## config.mk

```make
export PLATFORM = sky130hd
export DESIGN_NAME = pftc_trip_capture
export DESIGN_NICKNAME = d
export VERILOG_FILES = /design/src/hdl/pftc_pkg.sv /design/src/hdl/pftc_cap_if.sv /design/src/hdl/pftc_cap_chan.sv /design/src/hdl/pftc_trip_out.sv /design/src/hdl/pftc_trip_capture.sv
export VERILOG_INCLUDE_DIRS = /design/src /design/src/hdl
export SDC_FILE = /design/constraint.sdc
export NUM_CORES = 1
export LEC_CHECK = 0
export BUFFER_PORTS_ARGS = -buffer_cell sky130_fd_sc_hd__buf_2
export CORE_AREA = 2 2 173 243
export DETAILED_ROUTE_END_ITERATION = 10
export DIE_AREA = 0 0 175 245
export SETUP_SLACK_MARGIN = 0.3
export SYNTH_ARGS = -nofsm -noshare
export SYNTH_HDL_FRONTEND = slang
export SYNTH_HIERARCHICAL = 1
export SYNTH_SLANG_ARGS = --single-unit
```

## constraint.sdc

```tcl
create_clock -name mclk_in -period 2.8 [get_ports mclk_in]
set_input_delay 0.56 -clock mclk_in [delete_from_list [all_inputs] [get_ports mclk_in]]
set_output_delay 0.56 -clock mclk_in [all_outputs]
set_load 0.03 [all_outputs]
```

## src/hdl/pftc_defines.svh

```systemverilog
// Purpose: offsets, field positions, reset values of the trip/capture block
// Assumes: apb byte addresses, one 32-bit word per register
// Notes:   definitions only
`ifndef PFTC_DEFINES_SVH
`define PFTC_DEFINES_SVH

`define PFTC_OFF_TRIP_CFG    12'h000
`define PFTC_OFF_TRIP_ACT    12'h004
`define PFTC_OFF_TRIP_SW     12'h008
`define PFTC_OFF_TRIP_STAT   12'h00C
`define PFTC_OFF_CAP_TCFG    12'h010
`define PFTC_OFF_CAP_PHASE   12'h014
`define PFTC_OFF_CAP_CH0CFG  12'h018
`define PFTC_OFF_CAP_TS0     12'h024
`define PFTC_OFF_CAP_STAT    12'h030
`define PFTC_OFF_CAP_TIMER   12'h034

// trip_cfg fields
`define PFTC_CFG_CYC_EN_LSB  0
`define PFTC_CFG_OST_EN_LSB  3
`define PFTC_CFG_REL_LSB     6
`define PFTC_CFG_CLR_BIT     8
// capture channel config fields
`define PFTC_CCFG_EN_BIT     0
`define PFTC_CCFG_INV_BIT    1
`define PFTC_CCFG_RISE_BIT   2
`define PFTC_CCFG_FALL_BIT   3
`define PFTC_CCFG_PRE_LSB    8
`define PFTC_CCFG_SWCAP_BIT  16
// capture timer config fields
`define PFTC_TCFG_EN_BIT     0
`define PFTC_TCFG_SYEN_BIT   1
`define PFTC_TCFG_SWSY_BIT   2

`define PFTC_RST_WORD        32'h0000_0000
`define PFTC_ACT_NONE        2'h0

`endif

```

## src/hdl/pftc_pkg.sv

```systemverilog
// Purpose: shared types of the trip/capture block
// Assumes: nothing
// Notes:   action codes match 2-bit action fields
`default_nettype none
package pftc_pkg;
    typedef enum logic [1:0] {
        PFTC_ACT_HOLD = 2'h0,
        PFTC_ACT_LOW  = 2'h1,
        PFTC_ACT_HIGH = 2'h2,
        PFTC_ACT_TOG  = 2'h3
    } pftc_act_t;

    typedef enum logic [1:0] {
        PFTC_REL_ZERO_UP   = 2'h0,
        PFTC_REL_ZERO_DOWN = 2'h1,
        PFTC_REL_PER_UP    = 2'h2,
        PFTC_REL_PER_DOWN  = 2'h3
    } pftc_rel_t;
endpackage : pftc_pkg
`default_nettype wire

```

## src/hdl/pftc_cap_if.sv

```systemverilog
// Purpose: carries one capture channel's config and result
// Assumes: single clock domain
// Notes:   used between top and capture channel
`timescale 1ns/100ps
`default_nettype none
interface pftc_cap_if;
    logic        enable;
    logic        invert;
    logic        on_rise;
    logic        on_fall;
    logic [7:0]  prescale;
    logic        sw_capture;
    logic        event_pulse;
    logic        edge_falling;
    logic [31:0] stamp;
    modport top (output enable, invert, on_rise, on_fall, prescale,
                 sw_capture, input event_pulse, edge_falling, stamp);
    modport chan (input enable, invert, on_rise, on_fall, prescale,
                  sw_capture, output event_pulse, edge_falling, stamp);
endinterface : pftc_cap_if
`default_nettype wire

```

## src/hdl/pftc_cap_chan.sv

```systemverilog
// Purpose: one capture channel: invert, prescale, edge select, stamp
// Assumes: cap_in already synchronised
// Notes:   prescale 0..255 means ratio 1..256
`timescale 1ns/100ps
`default_nettype none
`include "pftc_defines.svh"
module pftc_cap_chan (
    input  wire logic        mclk_in,     // clock
    input  wire logic        rst_n_in,    // async reset, low
    input  wire logic        cap_in,      // synced capture input
    input  wire logic [31:0] timer_in,    // capture time base
    pftc_cap_if.chan         cfg          // config and result
);
    logic       lvl_r, lvl_nxt;
    logic [7:0] cnt_r, cnt_nxt;
    logic       pre_r, pre_nxt;
    logic       ev_r, ev_nxt;
    logic       fall_r, fall_nxt;
    logic [31:0] ts_r, ts_nxt;
    logic       inv_lvl;

    always_comb
    begin
        inv_lvl  = cap_in ^ cfg.invert;
        lvl_nxt  = inv_lvl;
        cnt_nxt  = cnt_r;
        pre_nxt  = pre_r;
        ev_nxt   = 1'b0;
        fall_nxt = fall_r;
        ts_nxt   = ts_r;
        if (!cfg.enable)
        begin
            cnt_nxt = 8'h00;
            pre_nxt = inv_lvl;
        end
        else if (inv_lvl != lvl_r)
        begin
            // prescaled signal flips every prescale+1 raw edges
            if (cnt_r == cfg.prescale)
            begin
                cnt_nxt = 8'h00;
                pre_nxt = ~pre_r;
                if ((!pre_r && cfg.on_rise) || (pre_r && cfg.on_fall))
                begin
                    ev_nxt   = 1'b1;
                    fall_nxt = pre_r;
                    ts_nxt   = timer_in;
                end
            end
            else
                cnt_nxt = cnt_r + 8'h01;
        end
        if (cfg.sw_capture)
        begin
            ev_nxt = 1'b1;
            ts_nxt = timer_in;
        end
    end

    always_ff @(posedge mclk_in or negedge rst_n_in)
    begin
        if (!rst_n_in)
        begin
            lvl_r  <= 1'b0;
            cnt_r  <= 8'h00;
            pre_r  <= 1'b0;
            ev_r   <= 1'b0;
            fall_r <= 1'b0;
            ts_r   <= `PFTC_RST_WORD;
        end
        else
        begin
            lvl_r  <= lvl_nxt;
            cnt_r  <= cnt_nxt;
            pre_r  <= pre_nxt;
            ev_r   <= ev_nxt;
            fall_r <= fall_nxt;
            ts_r   <= ts_nxt;
        end
    end

    assign cfg.event_pulse  = ev_r;
    assign cfg.edge_falling = fall_r;
    assign cfg.stamp        = ts_r;
endmodule : pftc_cap_chan
`default_nettype wire

```

## src/hdl/pftc_trip_out.sv

```systemverilog
// Purpose: applies trip actions to one operator output
// Assumes: generator level comes from same clock domain
// Notes:   toggle inverts the generator level while trip holds
`timescale 1ns/100ps
`default_nettype none
module pftc_trip_out (
    input  wire logic       gen_in,       // generator level
    input  wire logic       count_up_in,  // timer direction
    input  wire logic       cyc_on_in,    // cycle trip in force
    input  wire logic       ost_on_in,    // one-shot trip in force
    input  wire logic [7:0] act_in,       // ost dn,up ; cyc dn,up
    output logic            out_out       // forced level
);
    function automatic logic apply(input logic [1:0] a, input logic g);
        case (pftc_pkg::pftc_act_t'(a))
            pftc_pkg::PFTC_ACT_LOW:  apply = 1'b0;
            pftc_pkg::PFTC_ACT_HIGH: apply = 1'b1;
            pftc_pkg::PFTC_ACT_TOG:  apply = ~g;
            default:                 apply = g;
        endcase
    endfunction : apply

    always_comb
    begin
        // one-shot outranks cycle trip and generator
        if (ost_on_in)
            out_out = apply(count_up_in ? act_in[5:4] : act_in[7:6], gen_in);
        else if (cyc_on_in)
            out_out = apply(count_up_in ? act_in[1:0] : act_in[3:2], gen_in);
        else
            out_out = gen_in;
    end
endmodule : pftc_trip_out
`default_nettype wire

```

## src/hdl/pftc_trip_capture.sv

```systemverilog
// Purpose: fault trip handling and three-channel input capture, apb slave
// Assumes: 10 MHz mclk_in serves as both pwm and bus clock
// Notes:   pins pass two flops; outputs registered
//
// Decided for this implementation: the register offsets and the APB slave port.
`timescale 1ns/100ps
`default_nettype none
`include "pftc_defines.svh"
////////////////////////////////////////////////////////////////////////////
module pftc_trip_capture #(
    parameter int NCH = 3                     // capture channels
) (
    input  wire logic        mclk_in,            // 10 MHz clock
    input  wire logic        rst_n_in,           // async reset, low
    input  wire logic        psel_in,            // apb select
    input  wire logic        penable_in,         // apb enable
    input  wire logic        pwrite_in,          // apb direction
    input  wire logic [11:0] paddr_in,           // apb byte address
    input  wire logic [31:0] pwdata_in,          // apb write data
    output logic             pready_out,         // apb ready
    output logic [31:0]      prdata_out,         // apb read data
    output logic             pslverr_out,        // apb error
    input  wire logic [2:0]  fault_input_in,     // fault pins
    input  wire logic [2:0]  capture_input_in,   // capture pins
    input  wire logic        gen_a_in,           // generator level a
    input  wire logic        gen_b_in,           // generator level b
    input  wire logic        count_up_in,        // pwm timer counting up
    input  wire logic        timer_at_zero_event_in,   // timer zero pulse
    input  wire logic        timer_at_period_event_in, // timer period pulse
    input  wire logic        pwm_sync_in,        // pwm timer sync-out
    input  wire logic        periph_sync_in,     // peripheral sync pin
    output logic             operator_out_a_out, // operator output a
    output logic             operator_out_b_out  // operator output b
);
    logic [2:0]  flt_s1_r, flt_s2_r, cap_s1_r, cap_s2_r, psy_s_r;
    logic [31:0] cfg_r, cfg_nxt;          // trip enables, release, clear
    logic [31:0] act_r, act_nxt;          // action fields
    logic [31:0] tcfg_r, tcfg_nxt;
    logic [31:0] phase_r, phase_nxt;
    logic [31:0] ccfg_r [NCH], ccfg_nxt [NCH];
    logic [31:0] timer_r, timer_nxt;
    logic        cyc_on_r, cyc_on_nxt, ost_on_r, ost_on_nxt;
    logic        clr_seen_r, clr_seen_nxt;
    logic [2:0]  cyc_ev_r, cyc_ev_nxt, ost_ev_r, ost_ev_nxt;
    logic [NCH-1:0] cap_ev_r, cap_ev_nxt;
    logic [2:0]  sw_cyc, sw_ost;
    logic        sw_sync;
    logic [31:0] rdata_nxt;
    logic        err_nxt, rdy_r, rdy_nxt, oa_r, ob_r, oa_c, ob_c;
    logic [2:0]  cyc_hit, ost_hit;
    logic        rel_pt, wr, acc;
    logic [NCH-1:0] ch_ev, ch_fall;
    logic [31:0] ch_ts [NCH];

    ////////////////////////////////////////////////////////////////////////
    // pin synchronisers
    always_ff @(posedge mclk_in or negedge rst_n_in)
    begin
        if (!rst_n_in)
        begin
            flt_s1_r <= 3'h0;
            flt_s2_r <= 3'h0;
            cap_s1_r <= 3'h0;
            cap_s2_r <= 3'h0;
            psy_s_r  <= 3'h0;
        end
        else
        begin
            flt_s1_r <= fault_input_in;
            flt_s2_r <= flt_s1_r;
            cap_s1_r <= capture_input_in;
            cap_s2_r <= cap_s1_r;
            psy_s_r  <= {psy_s_r[1], psy_s_r[0], periph_sync_in};
        end
    end

    ////////////////////////////////////////////////////////////////////////
    // apb access, one wait state
    assign acc = psel_in && penable_in && !rdy_r;
    assign wr  = acc && pwrite_in;

    function automatic logic is_ch(input logic [11:0] a, input int k);
        is_ch = (a == 12'(`PFTC_OFF_CAP_CH0CFG + 4 * k));
    endfunction : is_ch

    function automatic logic is_ts(input logic [11:0] a, input int k);
        is_ts = (a == 12'(`PFTC_OFF_CAP_TS0 + 4 * k));
    endfunction : is_ts

    // software trigger strobes: written bits are one-cycle pulses
    always_comb
    begin
        sw_cyc  = 3'h0;
        sw_ost  = 3'h0;
        sw_sync = 1'b0;
        if (wr && paddr_in == `PFTC_OFF_TRIP_SW)
        begin
            sw_cyc = pwdata_in[2:0];
            sw_ost = pwdata_in[6:4];
        end
        if (wr && paddr_in == `PFTC_OFF_CAP_TCFG)
            sw_sync = pwdata_in[`PFTC_TCFG_SWSY_BIT];
    end

    ////////////////////////////////////////////////////////////////////////
    // fault trip state
    always_comb
    begin
        cyc_hit = (flt_s2_r | sw_cyc) & cfg_r[2:0];
        ost_hit = (flt_s2_r | sw_ost) & cfg_r[5:3];
        case (pftc_pkg::pftc_rel_t'(cfg_r[7:6]))
            pftc_pkg::PFTC_REL_ZERO_UP:
                rel_pt = timer_at_zero_event_in && count_up_in;
            pftc_pkg::PFTC_REL_ZERO_DOWN:
                rel_pt = timer_at_zero_event_in && !count_up_in;
            pftc_pkg::PFTC_REL_PER_UP:
                rel_pt = timer_at_period_event_in && count_up_in;
            default:
                rel_pt = timer_at_period_event_in && !count_up_in;
        endcase
        cyc_on_nxt = cyc_on_r;
        if (|cyc_hit)
            cyc_on_nxt = 1'b1;
        else if (rel_pt)
            cyc_on_nxt = 1'b0;
        // a fault still present at the release point keeps it in force
        if (|cyc_hit && rel_pt)
            cyc_on_nxt = 1'b1;
        clr_seen_nxt = cfg_r[`PFTC_CFG_CLR_BIT];
        ost_on_nxt   = ost_on_r;
        if (clr_seen_r != cfg_r[`PFTC_CFG_CLR_BIT])
            ost_on_nxt = 1'b0;
        if (|ost_hit)
            ost_on_nxt = 1'b1;
        cyc_ev_nxt = cyc_ev_r | cyc_hit;
        ost_ev_nxt = ost_ev_r | ost_hit;
        cap_ev_nxt = cap_ev_r | ch_ev;
        if (wr && paddr_in == `PFTC_OFF_TRIP_STAT)
        begin
            cyc_ev_nxt = (cyc_ev_r & ~pwdata_in[2:0]) | cyc_hit;
            ost_ev_nxt = (ost_ev_r & ~pwdata_in[6:4]) | ost_hit;
        end
        if (wr && paddr_in == `PFTC_OFF_CAP_STAT)
            cap_ev_nxt = (cap_ev_r & ~pwdata_in[NCH-1:0]) | ch_ev;
    end

    ////////////////////////////////////////////////////////////////////////
    // capture timer
    always_comb
    begin
        timer_nxt = timer_r;
        if (tcfg_r[`PFTC_TCFG_EN_BIT])
            timer_nxt = timer_r + 32'h0000_0001;
        if (sw_sync || (tcfg_r[`PFTC_TCFG_SYEN_BIT] &&
            (pwm_sync_in || (psy_s_r[1] && !psy_s_r[2]))))
            timer_nxt = phase_r;
    end

    ////////////////////////////////////////////////////////////////////////
    // register writes and read mux
    always_comb
    begin
        cfg_nxt   = cfg_r;
        act_nxt   = act_r;
        tcfg_nxt  = tcfg_r;
        phase_nxt = phase_r;
        for (int k = 0; k < NCH; k++)
        begin
            ccfg_nxt[k] = ccfg_r[k];
            ccfg_nxt[k][`PFTC_CCFG_SWCAP_BIT] = 1'b0;
        end
        tcfg_nxt[`PFTC_TCFG_SWSY_BIT] = 1'b0;
        rdata_nxt = `PFTC_RST_WORD;
        err_nxt   = 1'b0;
        rdy_nxt   = acc;
        if (paddr_in == `PFTC_OFF_TRIP_CFG)
        begin
            rdata_nxt = cfg_r;
            if (wr)
                cfg_nxt = {23'h0, pwdata_in[8:0]};
        end
        else if (paddr_in == `PFTC_OFF_TRIP_ACT)
        begin
            rdata_nxt = act_r;
            if (wr)
                act_nxt = {16'h0, pwdata_in[15:0]};
        end
        else if (paddr_in == `PFTC_OFF_TRIP_SW)
            rdata_nxt = `PFTC_RST_WORD;
        else if (paddr_in == `PFTC_OFF_TRIP_STAT)
            rdata_nxt = {22'h0, ost_on_r, cyc_on_r, 1'b0,
                         ost_ev_r, 1'b0, cyc_ev_r};
        else if (paddr_in == `PFTC_OFF_CAP_TCFG)
        begin
            rdata_nxt = tcfg_r;
            if (wr)
                tcfg_nxt = {30'h0, pwdata_in[1:0]};
        end
        else if (paddr_in == `PFTC_OFF_CAP_PHASE)
        begin
            rdata_nxt = phase_r;
            if (wr)
                phase_nxt = pwdata_in;
        end
        else if (paddr_in == `PFTC_OFF_CAP_STAT)
            rdata_nxt = {24'h0, 1'b0, ch_fall, 1'b0, cap_ev_r};
        else if (paddr_in == `PFTC_OFF_CAP_TIMER)
            rdata_nxt = timer_r;
        else
        begin
            err_nxt = 1'b1;
            for (int k = 0; k < NCH; k++)
            begin
                if (is_ch(paddr_in, k))
                begin
                    err_nxt     = 1'b0;
                    rdata_nxt   = ccfg_r[k];
                    if (wr)
                        ccfg_nxt[k] = {15'h0, pwdata_in[16:0]};
                end
                else if (is_ts(paddr_in, k))
                begin
                    err_nxt   = 1'b0;
                    rdata_nxt = ch_ts[k];
                end
            end
        end
        if (!acc)
            err_nxt = 1'b0;
    end

    ////////////////////////////////////////////////////////////////////////
    // registers
    always_ff @(posedge mclk_in or negedge rst_n_in)
    begin
        if (!rst_n_in)
        begin
            cfg_r       <= `PFTC_RST_WORD;
            act_r       <= `PFTC_RST_WORD;
            tcfg_r      <= `PFTC_RST_WORD;
            phase_r     <= `PFTC_RST_WORD;
            for (int k = 0; k < NCH; k++)
                ccfg_r[k] <= `PFTC_RST_WORD;
            timer_r     <= `PFTC_RST_WORD;
            cyc_on_r    <= 1'b0;
            ost_on_r    <= 1'b0;
            clr_seen_r  <= 1'b0;
            cyc_ev_r    <= 3'h0;
            ost_ev_r    <= 3'h0;
            cap_ev_r    <= '0;
            rdy_r       <= 1'b0;
            prdata_out  <= `PFTC_RST_WORD;
            pslverr_out <= 1'b0;
            oa_r        <= 1'b0;
            ob_r        <= 1'b0;
        end
        else
        begin
            cfg_r       <= cfg_nxt;
            act_r       <= act_nxt;
            tcfg_r      <= tcfg_nxt;
            phase_r     <= phase_nxt;
            for (int k = 0; k < NCH; k++)
                ccfg_r[k] <= ccfg_nxt[k];
            timer_r     <= timer_nxt;
            cyc_on_r    <= cyc_on_nxt;
            ost_on_r    <= ost_on_nxt;
            clr_seen_r  <= clr_seen_nxt;
            cyc_ev_r    <= cyc_ev_nxt;
            ost_ev_r    <= ost_ev_nxt;
            cap_ev_r    <= cap_ev_nxt;
            rdy_r       <= rdy_nxt;
            prdata_out  <= rdata_nxt;
            pslverr_out <= err_nxt;
            oa_r        <= oa_c;
            ob_r        <= ob_c;
        end
    end

    assign pready_out         = rdy_r;
    assign operator_out_a_out = oa_r;
    assign operator_out_b_out = ob_r;

    ////////////////////////////////////////////////////////////////////////
    // capture channels
    for (genvar g = 0; g < NCH; g++)
    begin : g_cap
        pftc_cap_if cif ();
        assign cif.enable     = ccfg_r[g][`PFTC_CCFG_EN_BIT];
        assign cif.invert     = ccfg_r[g][`PFTC_CCFG_INV_BIT];
        assign cif.on_rise    = ccfg_r[g][`PFTC_CCFG_RISE_BIT];
        assign cif.on_fall    = ccfg_r[g][`PFTC_CCFG_FALL_BIT];
        assign cif.prescale   =
            ccfg_r[g][`PFTC_CCFG_PRE_LSB+7:`PFTC_CCFG_PRE_LSB];
        assign cif.sw_capture = ccfg_r[g][`PFTC_CCFG_SWCAP_BIT];
        assign ch_ev[g]       = cif.event_pulse;
        assign ch_fall[g]     = cif.edge_falling;
        assign ch_ts[g]       = cif.stamp;
        pftc_cap_chan u_chan (
            .mclk_in  (mclk_in),
            .rst_n_in (rst_n_in),
            .cap_in   (cap_s2_r[g]),
            .timer_in (timer_r),
            .cfg      (cif.chan)
        );
    end

    ////////////////////////////////////////////////////////////////////////
    // output forcing: trip state next-value used so action is immediate
    pftc_trip_out u_out_a (
        .gen_in      (gen_a_in),
        .count_up_in (count_up_in),
        .cyc_on_in   (cyc_on_nxt),
        .ost_on_in   (ost_on_nxt),
        .act_in      ({act_r[11:8], act_r[3:0]}),
        .out_out     (oa_c)
    );
    pftc_trip_out u_out_b (
        .gen_in      (gen_b_in),
        .count_up_in (count_up_in),
        .cyc_on_in   (cyc_on_nxt),
        .ost_on_in   (ost_on_nxt),
        .act_in      ({act_r[15:12], act_r[7:4]}),
        .out_out     (ob_c)
    );
endmodule : pftc_trip_capture
`default_nettype wire

```

== Word level (Yosys, flattened, before mapping) ==
Cells that the tools add are included.

* Flip-flop bits (word level): 338
* Output and inout port bits: 36

* Equality and inequality tests: 40
* Bitwise logic cells: 31
* Reductions and logical operators: 64
* Add/sub/neg operators: 4
* Muxes and demuxes: 117

{| class="wikitable"
|+ Operators by type and width
! kind !! number
|-
| $mux 32 || 31
|-
| $mux 81 || 8
|-
| $mux 17 || 6
|-
| $eq 12x6->1 const B || 6
|-
| $mux 8 || 9
|-
| $mux 1 || 49
|-
| $eq 12x5->1 const B || 4
|-
| $add 32x1->32 const B || 1
|-
| $reduce_and 10->1 || 3
|-
| $reduce_bool 2->1 || 13
|-
| $add 8x1->8 const B || 3
|-
| $eq 12x4->1 const B || 2
|-
| $eq 8x8->1 || 3
|-
| $or 3x3->3 || 8
|-
| $reduce_and 4->1 || 6
|-
| $logic_and 1x1->1 || 20
|-
| $eq 2x2->1 const B || 9
|-
| $and 3x3->3 || 5
|-
| $mux 3 || 5
|-
| $pmux 1 s3 || 5
|-
| $not 1->1 || 13
|-
| $eq 12x3->1 const B || 1
|-
| $logic_not 12->1 || 1
|-
| $ne 2x1->1 const B || 6
|-
| other kinds (13) || 39
|}

== Depth between registers and ports, before layout ==
Gate-level depths: netlist of the first run.

* Depth in word-level cells: 16
* Depth in mapped cells: 9
* Gate-level depth less buffers: 8

== By module ==
Netlist of the first run, hierarchy kept.

{| class="wikitable"
|+ Modules (own cells, without submodules)
! module !! cells an instance !! times used !! seq. area each (um^2) !! area an instance (um^2)
|-
| pftc_trip_capture || 883 || 1 || 5129.9 || 9808.2
|-
| pftc_cap_chan || 140 || 3 || 1101.1 || 2068.2
|-
| pftc_trip_out || 8 || 2 || 0.0 || 85.1
|}

== Worst setup path before layout of the first run ==
OpenSTA, ideal clock, no wires.

* Path type: input to register
* Start point: in paddr_in[1]
* End point: reg ccfg_r[10] (netlist name)
* Required time: 2.675 ns
* Stages on the path: 7
* Slack: 0.013 ns
* Library setup time: 0.125 ns
* Arrival: 2.662 ns
* Path through: or4_4 > or3_1 > buf_2 > buf_2 > nor3_2 > buf_4 > mux2_2

* Word-level cells in the longest chain between the ends: 3

{| class="wikitable"
|+ Ends and longest elaborated chain
! what !! line !! text
|-
| start, declared || pftc_trip_capture.sv:18 || <nowiki>input wire logic [11:0] paddr_in,</nowiki>
|-
| $eq 12x6->1 (no line), or another cell as far along || -- ||
|-
| $not 1->1 (no line) || -- ||
|-
| $reduce_and 10->1 (no line) * || -- ||
|-
| end signal, assigned by index || pftc_trip_capture.sv:243 || <nowiki>ccfg_r[k] <= `PFTC_RST_WORD;</nowiki>
|-
| end signal, assigned by index || pftc_trip_capture.sv:264 || <nowiki>ccfg_r[k] <= ccfg_nxt[k];</nowiki>
|-
| end, declared || pftc_trip_capture.sv:40 || <nowiki>logic [31:0] ccfg_r [NCH], ccfg_nxt [NCH];</nowiki>
|}

Mark *: on every way between the ends. The rest lies on a longest branch, timed or not.
A chain may end at the register's enable or synchronous reset.

== Worst setup path in the final report of the first run ==
* Start point: in paddr_in[8]
* End point: reg ob_r (netlist: operator_out_b_out)

* Word-level cells in the longest chain between the ends: 10

{| class="wikitable"
|+ Ends and longest elaborated chain
! what !! line !! text
|-
| $eq 12x4->1 (no line) * || -- ||
|-
| $logic_and 1x1->1 (no line) * || -- ||
|-
| $mux 3 * || pftc_trip_capture.sv:96 || <nowiki>if (wr && paddr_in == `PFTC_OFF_TRIP_SW)</nowiki>
|-
| $or 3x3->3 * || pftc_trip_capture.sv:109 || <nowiki>cyc_hit = (flt_s2_r | sw_cyc) & cfg_r[2:0];</nowiki>
|-
| $and 3x3->3 * || pftc_trip_capture.sv:109 ||
|-
| $reduce_or 3->1 * || pftc_trip_capture.sv:122, pftc_trip_capture.sv:127 ||
|-
| $mux 1 or $logic_and 1x1->1 (tied branches) || pftc_trip_capture.sv:122, pftc_trip_capture.sv:127 ||
|-
| $mux 1 * || pftc_trip_capture.sv:127 || <nowiki>if (|cyc_hit && rel_pt)</nowiki>
|-
| via cyc_on_nxt || pftc_trip_capture.sv:42 || <nowiki>logic cyc_on_r, cyc_on_nxt, ost_on_r, ost_on_nxt;</nowiki>
|-
| $mux 1 * || pftc_trip_out.sv:28 || <nowiki>else if (cyc_on_in)</nowiki>
|-
| $mux 1 * || pftc_trip_out.sv:26 || <nowiki>if (ost_on_in)</nowiki>
|-
| via ob_c || pftc_trip_capture.sv:49 || <nowiki>logic err_nxt, rdy_r, rdy_nxt, oa_r, ob_r, oa_c, ob_c;</nowiki>
|-
| end signal, assigned || pftc_trip_capture.sv:255 || <nowiki>ob_r <= 1'b0;</nowiki>
|-
| end signal, assigned || pftc_trip_capture.sv:276 || <nowiki>ob_r <= ob_c;</nowiki>
|-
| end, declared || pftc_trip_capture.sv:49 ||
|}

The timed path passes the listed nets; every way through them passes the cells marked *.

==> results_dict.tcl, run 1 <==
set metrics [dict create \
    status "finished clean" \
    multi_input_area_mm2 0.00735 \
    synth-seq-cells 337 \
    nNetsFinal 1559 \
    critPathArrivalTime_ps 2880 \
    asyncSetResetFlopFracSynth 1.00 \
    area_delta_synth_final_pct 19.5 \
    drt_wl_total_um 47000 \
    setup_tns_ps 0 \
    required_ps 3220 \
    netlist_area_mm2 0.0162 \
    synth_cell_types 73 \
    synth_area_per_cell_um2 12.3 \
    gp_congestion 0.940 \
    dp_hpwl_um 34000 \
    drive_gt1_frac 0.341 \
    met3_length_um 2190 \
    grt_usage 0.222 \
    syn_inst 1319 \
    wl_per_cell_um 22.8 \
    yosysWarnings 6 \
    root_buffer "clkbuf_16" \
    powerDensity_mw_per_mm2 540 \
    max_cap_viol_count 0 \
    final.fill_count 3656 \
    portBuffers 97 \
    final_antenna_net_count 0 \
    grt_setup_unrepaired "false" \
    grt_antenna_before_repair 0 \
    final-seq-area_mm2 0.00843 \
    initial_core_util 0.396 \
    mostFrequentLayoutCells "dfrtp_1, nand2_1, mux2_2" \
    die_height_um 245 \
    final-max-slew-violation-count 0 \
    met1Wirelength_um 19200 \
    skew_ps 22.9 \
    drcViolationCount 0 \
    die_area_mm2 0.0429 \
    total_power_uw 10400 \
    p_leak_uw 0.00911 \
    worstMarginPinSlew_ps 726 \
    relSlewSlack 0.516 \
    synth_ff_type "dfrtp_1" \
    critPathLaunchType "primary input" \
    die_w_um 175 \
    postCtsHoldBufs 0 \
    placed_area_mm2 0.0181 \
    grt_overflow 0 \
    fp-row-count 88 \
    critPathCaptureType "flip-flop" \
    final.min_clock_period_ps 2460 \
    fmax_mhz 406 \
    diodes 0 \
    synth_nets 1385 \
    postCtsSetupBuffers 0 \
    met2RoutedLength_um 23500 \
    yosysSeqAreaShare 0.521 \
    clk_pin_slew_ps 60 \
    core-area_mm2 0.0408 \
    htreeDepth 2 \
    crit_fanout 6 \
    vias_per_cell 5.62 \
    drt_iter0_markers 993 \
    cts.path.max_buffers 3 \
    setup_violations 0 \
    routed-via-count 11576 \
    clock_latency_ps 540 \
    firstDrtPassIters 6 \
    synth-edff-count 0 \
    grt_start_max_net_pins 81 \
    hold_violations 0 \
    hold_path_class "primary input to async pin" \
    ios 98 \
    layout_commonest_cell "dfrtp_1" \
    cts_sinks 337 \
    period_share 0.880 \
    path_class "primary input to flip-flop" \
    grt_pass1_vias 11890 \
    grt_pass1_wl_um 72700 \
    postLayoutCellArea_mm2 0.0193 \
    cts_tree "built" \
    highest_layer "met4" \
    numCtsBuffers 37 \
    ir_worst_vdd_uv 409 \
]
critical path: stages:
cell       delay (ps)
buf_2              90
or4_4             560
buf_4             150
nor3_2            140
nand2_1            90
or3_1             440
o21ai_0           300
or4_1             280
a31o_1            200
o2bb2ai_2          60
flip-flops by register name, summed over array words and instances, names as in the netlist, 9 cells and up:
register                cells
g_cap.u_chan/cfg.stamp     96
phase_r                    32
prdata_out                 32
timer_r                    32
ccfg_r                     51
g_cap.u_chan/cnt_r         24
cfg_r                       9
act_r                      16
metrics by stage:
step	hold WS [ps]	setup WS [ps]	util	instances
finish	40.1	337	0.473	2061
CTS	57.9	389	0.473	2061
global route	81.1	308	0.473	2061
floorplan	264	46.9	-	1319
global placement	334	-102	0.443	1994
detailed placement	335	-168	0.443	1994
cell families (layout without fill, tap and decap cells):
| logic type | count (synthesis) | in the layout | synth area share |
|---|---|---|---|
| AO/OA/AOI/OAI | 261 | 261 | 0.117 |
| adder cells (fa/ha/maj) | 4 | 4 | 0.00309 |
| multiplexers | 226 | 226 | 0.181 |
| AND/OR/NAND/NOR | 318 | 318 | 0.101 |
| XOR/XNOR | 83 | 83 | 0.0479 |
| flip-flops | 337 | 337 | 0.521 |
| buffers and inverters | 90 | 292 | 0.0289 |
where the power goes:
part           total, µW  switching [µW]  internal [µW]
Sequential          4980            65.4           4910
Clock               4920            2010           2910
Combinational        533             349            184
worst paths after layout:
check                               startpoint                 end  slack [ps]  cells after the start
setup / recovery                   paddr_in[8]  operator_out_b_out         340                     10
max in group asynchronous             rst_n_in      prdata_out[28]        1990                      2
setup reg to reg                    pready_out  operator_out_b_out         440                      7
hold / removal                        rst_n_in          ccfg_r[15]          40                      1
hold reg to reg                    flt_s1_r[1]         flt_s2_r[1]         350                      0
min in group mclk_in       capture_input_in[1]         cap_s1_r[1]         120                      1
routing by layer:
metal | global-route usage | vias up
li1 | - | 5179
met2 | 0.382 | 385
met5 | 0 | -
met3 | 0.0282 | 112
met4 | 0.0961 | 0
met1 | 0.280 | 5900
synthesized netlist by cell type, types with 5 or more instances:
master / count / area, µm²
and4_1: 5 / 43.8
buf_2: 20 / 100
a21boi_0: 6 / 45.0
o21ai_1: 38 / 190
mux2_2: 117 / 1320
buf_6: 13 / 146
nor4_1: 5 / 31.3
mux2_4: 98 / 1470
nand4_1: 29 / 181
and2_1: 21 / 131
mux2i_1: 8 / 80.1
nand2_1: 123 / 462
o2bb2ai_1: 10 / 87.6
nand2b_1: 7 / 43.8
and3_1: 8 / 50.1
nand3_1: 24 / 120
o21ai_0: 42 / 210
clkbuf_1: 36 / 135
dfrtp_1: 337 / 8430
a22oi_1: 43 / 323
a222oi_1: 20 / 200
a21o_1: 16 / 120
o22ai_1: 8 / 50.1
nor2_1: 43 / 161
inv_1: 17 / 63.8
nor3_1: 14 / 70.1
a221oi_1: 17 / 149
xor2_1: 31 / 272
xnor2_1: 49 / 429
nor2b_1: 10 / 62.6
a21oi_1: 21 / 105
what timing repair did:
item,CTS,global route
setup endpoints to repair,0,2
hold endpoints to repair,0,0
gates resized for setup,0,1
final cells by class:
type,instances,share of cell area
inverter,17,0.00330
timing repair buffer,208,0.0823
clock inverter,17,0.00887
clock buffer,50,0.0542
tap,540,0.0349
sequential,337,0.436
multi-input combinational,892,0.380
Note: power is estimated with default switching activity, not from simulation.
==> run 2: changes to the inputs <==
- ABC_AREA: not set -> 1
- CORE_AREA: 2 2 173 243 -> 2 2 178 249
- DIE_AREA: 0 0 175 245 -> 0 0 180 251
==> run 2 against run 1 <==
Effect of this change:
- via count increased by 30%
- clock-buffer cell count unchanged
- hold slack better by 75 ps
- clock skew increased by 20 ps
- worst setup slack gained 130 ps
- highest routed layer unchanged
==> results_dict.tcl, run 2 <==
set metrics [dict create \
    fp-row-count 90 \
    grt_setup_unrepaired "false" \
    postCtsSetupBuffers 0 \
    die_height_um 251 \
    synth_cell_types 54 \
    ys_top_cells_by_count "nand2_1, dfrtp_1, nand3_1" \
    wl_per_cell_um 19.7 \
    yosysSeqAreaShare 0.497 \
    drt_iter0_markers 1408 \
    final-max-slew-violation-count 0 \
    cpMostUsedCell "nand3_1" \
    worstMarginPinSlew_ps 857 \
    slowest_delay_ps 440 \
    die_w_um 180 \
    mostFrequentLayoutCells "nand2_1, dfrtp_1, nand3_1" \
    layout_commonest_cell "nand2_1" \
    grt_pass1_wl_um 86200 \
    routed-via-count 15032 \
    path_buf_inv 1 \
    root_buffer "clkbuf_16" \
    skew_ps 43.1 \
    fmax_mhz 429 \
    max_cap_viol_count 0 \
    cp_slowest_cell "dfrtp_2" \
    netlist_area_mm2 0.0170 \
    final.min_clock_period_ps 2330 \
    initial_core_util 0.396 \
    synth-seq-cells 337 \
    final_core_util 0.452 \
    portBuffers 97 \
    cts_sinks 337 \
    final_antenna_net_count 0 \
    die_area_mm2 0.0452 \
    period_share 0.833 \
    multi_input_area_mm2 0.00721 \
    clk_pin_slew_ps 70 \
    hold_path_class "primary input to flip-flop" \
    setup_violations 0 \
    critical_path.top_delay_family "simple AND/OR/NAND/NOR gates" \
    grt_pass1_vias 14978 \
    nNetsFinal 2262 \
    relSlewSlack 0.428 \
    status "finished clean" \
    htreeDepth 2 \
    area_delta_synth_final_pct 14.1 \
    yosysWarnings 6 \
    core-area_mm2 0.0429 \
    grt_antenna_before_repair 0 \
    largest_register_ffs 96 \
    asyncSetResetFlopFracSynth 1.00 \
    cp_cell_sequence "ha_1, nand3_1, nor2_1, nand2_1, inv_2, nand4_1, nor3_2, nand3_1, nand2_1, nand3_1, o211ai_1" \
    clock_latency_ps 550 \
    powerDensity_mw_per_mm2 560 \
    firstDrtPassIters 9 \
    synth_top_cell_by_area "dfrtp_1" \
    critPathCaptureType "flip-flop" \
    grt_start_max_net_pins 84 \
    gp_congestion 0.919 \
    synth_top_area_share 0.497 \
    synth_most_common_cell "nand2_1" \
    dp_hpwl_um 37900 \
    numCtsBuffers 37 \
    ir_worst_vdd_uv 396 \
    crit_fanout 6 \
    diodes 0 \
    p_leak_uw 0.0101 \
    syn_inst 2100 \
    final-seq-area_mm2 0.00843 \
    synth_area_per_cell_um2 8.08 \
    ios 98 \
    synth_area_leaders "dfrtp_1, nand2_1, nand3_1" \
    setup_tns_ps 0 \
    cts_tree "built" \
    drt_wl_total_um 54700 \
    required_ps 3270 \
    grt_overflow 0 \
    hold_violations 0 \
    drive_gt1_frac 0.130 \
    grt_usage 0.243 \
    path_class "flip-flop to flip-flop" \
    synth_nets 2166 \
    critPathArrivalTime_ps 2800 \
    synth_ff_type "dfrtp_1" \
    final.fill_count 4214 \
    synth-edff-count 0 \
    critPathLaunchType "flip-flop" \
    cts.path.max_buffers 3 \
    drcViolationCount 0 \
    vias_per_cell 5.42 \
]
## run 2: cell count changes after synthesis, moves of 21 or more
| cell | before | now |
|---|---|---|
| mux2_2 | 117 | 3 |
| a22oi_1 | 43 | 1 |
| inv_1 | 17 | 184 |
| o211ai_1 | 1 | 30 |
| nand4_1 | 29 | 50 |
| o21ai_0 | 42 | 133 |
| xnor2_1 | 49 | 9 |
| nand2_1 | 123 | 720 |
| a21oi_1 | 21 | 43 |
| nor2_1 | 43 | 66 |
| buf_2 | 20 | 41 |
| mux2_4 | 98 | 0 |
| nand3_1 | 24 | 200 |
## run 2: cells by family after synthesis
logic type | count (synthesis) | synth area share
adders and majority gates | 4 | 0.00295
DFF | 337 | 0.497
xor gates and xnor gates | 45 | 0.0245
and+or+nand+nor | 1125 | 0.293
muxes | 10 | 0.00663
buffers and inverters | 299 | 0.0786
AOI/OAI and AO/OA | 280 | 0.0974
## run 2: per-stage QoR
step | instances | worst slack, ps | hold slack, ps | total power [µW] | cell area [µm²]
after floorplan | 2100 | 670 | 264 | 5450 | 17000
after global placement | 2708 | 85.3 | 332 | 5800 | 18100
after detailed placement | 2708 | 43.2 | 335 | 5810 | 18100
after CTS | 2775 | 422 | 113 | 10900 | 19400
after global routing | 2775 | 318 | 101 | 11200 | 19400
final | 2775 | 469 | 116 | 10800 | 19400
## run 2: per-layer routing
metal	global-route usage	vias up	routed length, µm	part of all wire
li1	-	7043	-	-
met1	0.312	7281	22600	0.41
met2	0.412	585	26500	0.48
met3	0.0300	123	3280	0.060
met4	0.106	0	2360	0.043
met5	0	-	0	0
## run 2: cell type report
type / count / share of cell area
tap: 552 / 0.0357
multi-input combinational: 1464 / 0.372
clock inverter: 16 / 0.0109
clock buffer: 50 / 0.0545
inverter: 203 / 0.0395
timing repair buffer: 153 / 0.0519
sequential: 337 / 0.435
## run 2: what timing repair did
| action | in CTS | in global routing |
|---|---|---|
| hold buffers | 1 | 0 |
| hold endpoints to repair | 30 | 0 |
| setup endpoints to repair | 0 | 2 |
| resized for setup | 0 | 1 |
## run 2: where the power goes
group          switching, µW  internal (µW)
clock                   2080           3030
combinational            395            183
sequential               182           4970
total                   2660           8180
## run 2: path summary, 6_finish.rpt
kind	start	endpoint	slack (ps)	depth (start not counted)
max	timer_r[1]	timer_r[28]	470	11
min	periph_sync_in	psy_s_r[0]	120	1
max reg2reg	timer_r[1]	timer_r[28]	470	11
min reg2reg	cap_s1_r[0]	cap_s2_r[0]	350	0
max in group asynchronous	rst_n_in	g_cap[1].u_chan/cfg.stamp[13]	1510	3
min in group asynchronous	rst_n_in	prdata_out[6]	470	2
## run 2: worst reg2reg max path: cells and delay by family (launching register included)
family	cells	cell delay, ps
simple gates	8	1350
flops	1	440
fa+ha+maj	1	240
buf+inv	1	130
compound gates	1	120
==> run 3: changes to the inputs <==
- clock period: 2.8 -> 2.1 ns (I/O delays scaled with it)
==> run 3 against run 2 <==
Effect of this change:
- wire length grew 5.0%
- sequential share of layout area fell by 3.6 points
- total power up 36%
- hold slack worse by 39 ps
- die area unchanged
- core utilization rose by 4.1 points
- via count up 4.0%
- sequential power rose by 31%
- clock skew fell by 8.0 ps
- combinational power up 100%
- worst setup slack got worse by 210 ps
- clock-buffer cell count stayed put
- largest cell class unchanged
- largest power group is now the clock network
==> results_dict.tcl, run 3 (same netlist as run 2, synthesis figures left out) <==
set metrics [dict create \
    final-max-slew-violation-count 0 \
    crit_fanout 3 \
    fin_hold_ws_ps 76.3 \
    firstDrtPassIters 5 \
    holdPathStages 2 \
    vias_per_cell 5.34 \
    final.min_clock_period_ps 1840 \
    seqPwrFrac 0.457 \
    die_area_mm2 0.0452 \
    grt_overflow 0 \
    wl_per_cell_um 19.6 \
    p_clk_frac 0.464 \
    p_sw_frac 0.253 \
    drt_iter0_markers 1524 \
    die_height_um 251 \
    grt_usage 0.249 \
    grt_start_max_net_pins 61 \
    ir_worst_vdd_uv 575 \
    diodes 0 \
    worst-r2r-setup-slack_ps 260 \
    area_delta_synth_final_pct 24.5 \
    fp-row-count 90 \
    postLayoutCellArea_mm2 0.0211 \
    clk_pin_slew_ps 70 \
    status "finished clean" \
    pre_cts_ws_ps -164 \
    p_int_uw 11100 \
    required_ps 2530 \
    placed_area_mm2 0.0192 \
    die_w_um 180 \
    min-delay-start "pwdata_in[30]" \
    r2r_end "timer_r[28]" \
    critPathArrivalTime_ps 2270 \
    powerDensity_mw_per_mm2 700 \
    ios 98 \
    hold_path_class "primary input to flip-flop" \
    cp_cell_sequence "ha_4, nand3_4, nor2_4, nand2_2, inv_2, nand4_1, nor3_2, nand4_1, nand3_1, o211ai_1" \
    final_antenna_net_count 0 \
    worstHoldEndpoint "phase_r[30]" \
    period_share 0.878 \
    path_class "flip-flop to flip-flop" \
    timing.rr.start "timer_r[1]" \
    final-seq-area_mm2 0.00845 \
    dp_hpwl_um 40100 \
    total_power_uw 14800 \
    drcViolationCount 0 \
    drt_wl_total_um 57400 \
    cp_slowest_cell "dfrtp_1" \
    grt_setup_unrepaired "true" \
    cts_sinks 337 \
    mostFrequentLayoutCells "nand2_1, dfrtp_1, nand3_1" \
    max_cap_viol_count 0 \
    startpoint "timer_r[1]" \
    numCtsBuffers 38 \
    core-area_mm2 0.0429 \
    routed-via-count 15627 \
    htreeDepth 2 \
    drive_gt1_frac 0.201 \
    portBuffers 97 \
    root_buffer "clkbuf_16" \
    grt_pass1_vias 15689 \
    final_core_util 0.493 \
    cts_tree "built" \
    slowest_delay_ps 420 \
    relSlewSlack 0.614 \
    nNetsFinal 2412 \
    multi_input_area_mm2 0.00749 \
    final.fill_count 4037 \
    cpMostUsedCell "nand4_1" \
    fmax_mhz 542 \
    largest_register_ffs 96 \
    grt_antenna_before_repair 0 \
    initial_core_util 0.396 \
    p_leak_uw 0.0110 \
    layout_commonest_cell "nand2_1" \
    cts.path.max_buffers 3 \
    skew_ps 35.1 \
    clock_latency_ps 560 \
    setup_ws_ps 256 \
    critPathLaunchType "flip-flop" \
    setup_violations 0 \
    worstMarginPinSlew_ps 579 \
    switching_power_uw 3740 \
    ff2ff_path_depth 10 \
    combPwrFrac 0.079 \
    gp_congestion 0.931 \
    hold_violations 0 \
    grt_pass1_wl_um 88400 \
    critPathCaptureType "flip-flop" \
]
[run 3: cell types whose count changed in the layout (fill, tap and decap cells not counted), sizes merged]
cell,delta
buf,+136
clkinvlp,+1
inv,+3
dlygate4sd3,+7
clkbuf,+3
nand2,+3
clkinv,-1
[run 3: worst max-delay path by stage]
stage / endpoint / slack (ps) / cells after the start
floorplan: phase_r[20] / 300 / 10
global placement: prdata_out[13] / -130 / 11
detailed placement: prdata_out[13] / -160 / 11
CTS: timer_r[28] / 170 / 10
global route: operator_out_b_out / 140 / 13
finish: timer_r[28] / 260 / 10
[run 3: layout make-up]
| type | count | share of cell area |
|---|---|---|
| Clock buffer | 50 | 0.0485 |
| Multi-Input combinational cell | 1467 | 0.355 |
| Clock inverter | 19 | 0.0112 |
| Sequential cell | 337 | 0.400 |
| Timing Repair Buffer | 299 | 0.117 |
| Tap cell | 552 | 0.0327 |
| Inverter | 203 | 0.0365 |
[run 3: worst max-delay path: cells and delay by family, from the launching register on]
family | cells | cell delay, ps
AO/OA/AOI/OAI | 1 | 80
adder cells (fa/ha/maj) | 1 | 180
buffers and inverters | 1 | 50
flip-flops | 1 | 420
AND/OR/NAND/NOR | 7 | 1010
[run 3: per-layer routing]
layer  global-route usage  vias to the layer above  part of all wire
met4                0.128                        0             0.055
li1                     -                     7354                 -
met2                0.423                      601              0.48
met3               0.0388                      149             0.060
met1                0.307                     7523              0.40
met5                    0                        -                 0
[run 3: repair_timing]
| item | CTS | global route |
|---|---|---|
| buffers inserted | 15 | 9 |
| resized for setup | 35 | 43 |
| endpoints found under the setup margin | 79 | 122 |
| pin swaps | 10 | 17 |
| hold endpoints to repair | 55 | 0 |
| hold buffers | 8 | 0 |
| gates cloned | 2 | 4 |
[run 3: per-stage QoR]
step	cells	setup TNS (ps)
floorplan	2100	0
global placement	2820	-391
detailed placement	2820	-674
CTS	2914	0
global route	2927	0
finish	2927	0
[run 3: power by group through the flow]
stage | sequential, µW | combinational (µW) | clock [µW]
floorplan | 6900 | 375 | 0
global placement | 6840 | 1090 | 0
detailed placement | 6840 | 1100 | 0
CTS | 6750 | 1160 | 6960
global route | 6770 | 1280 | 7230
finish | 6760 | 1170 | 6860
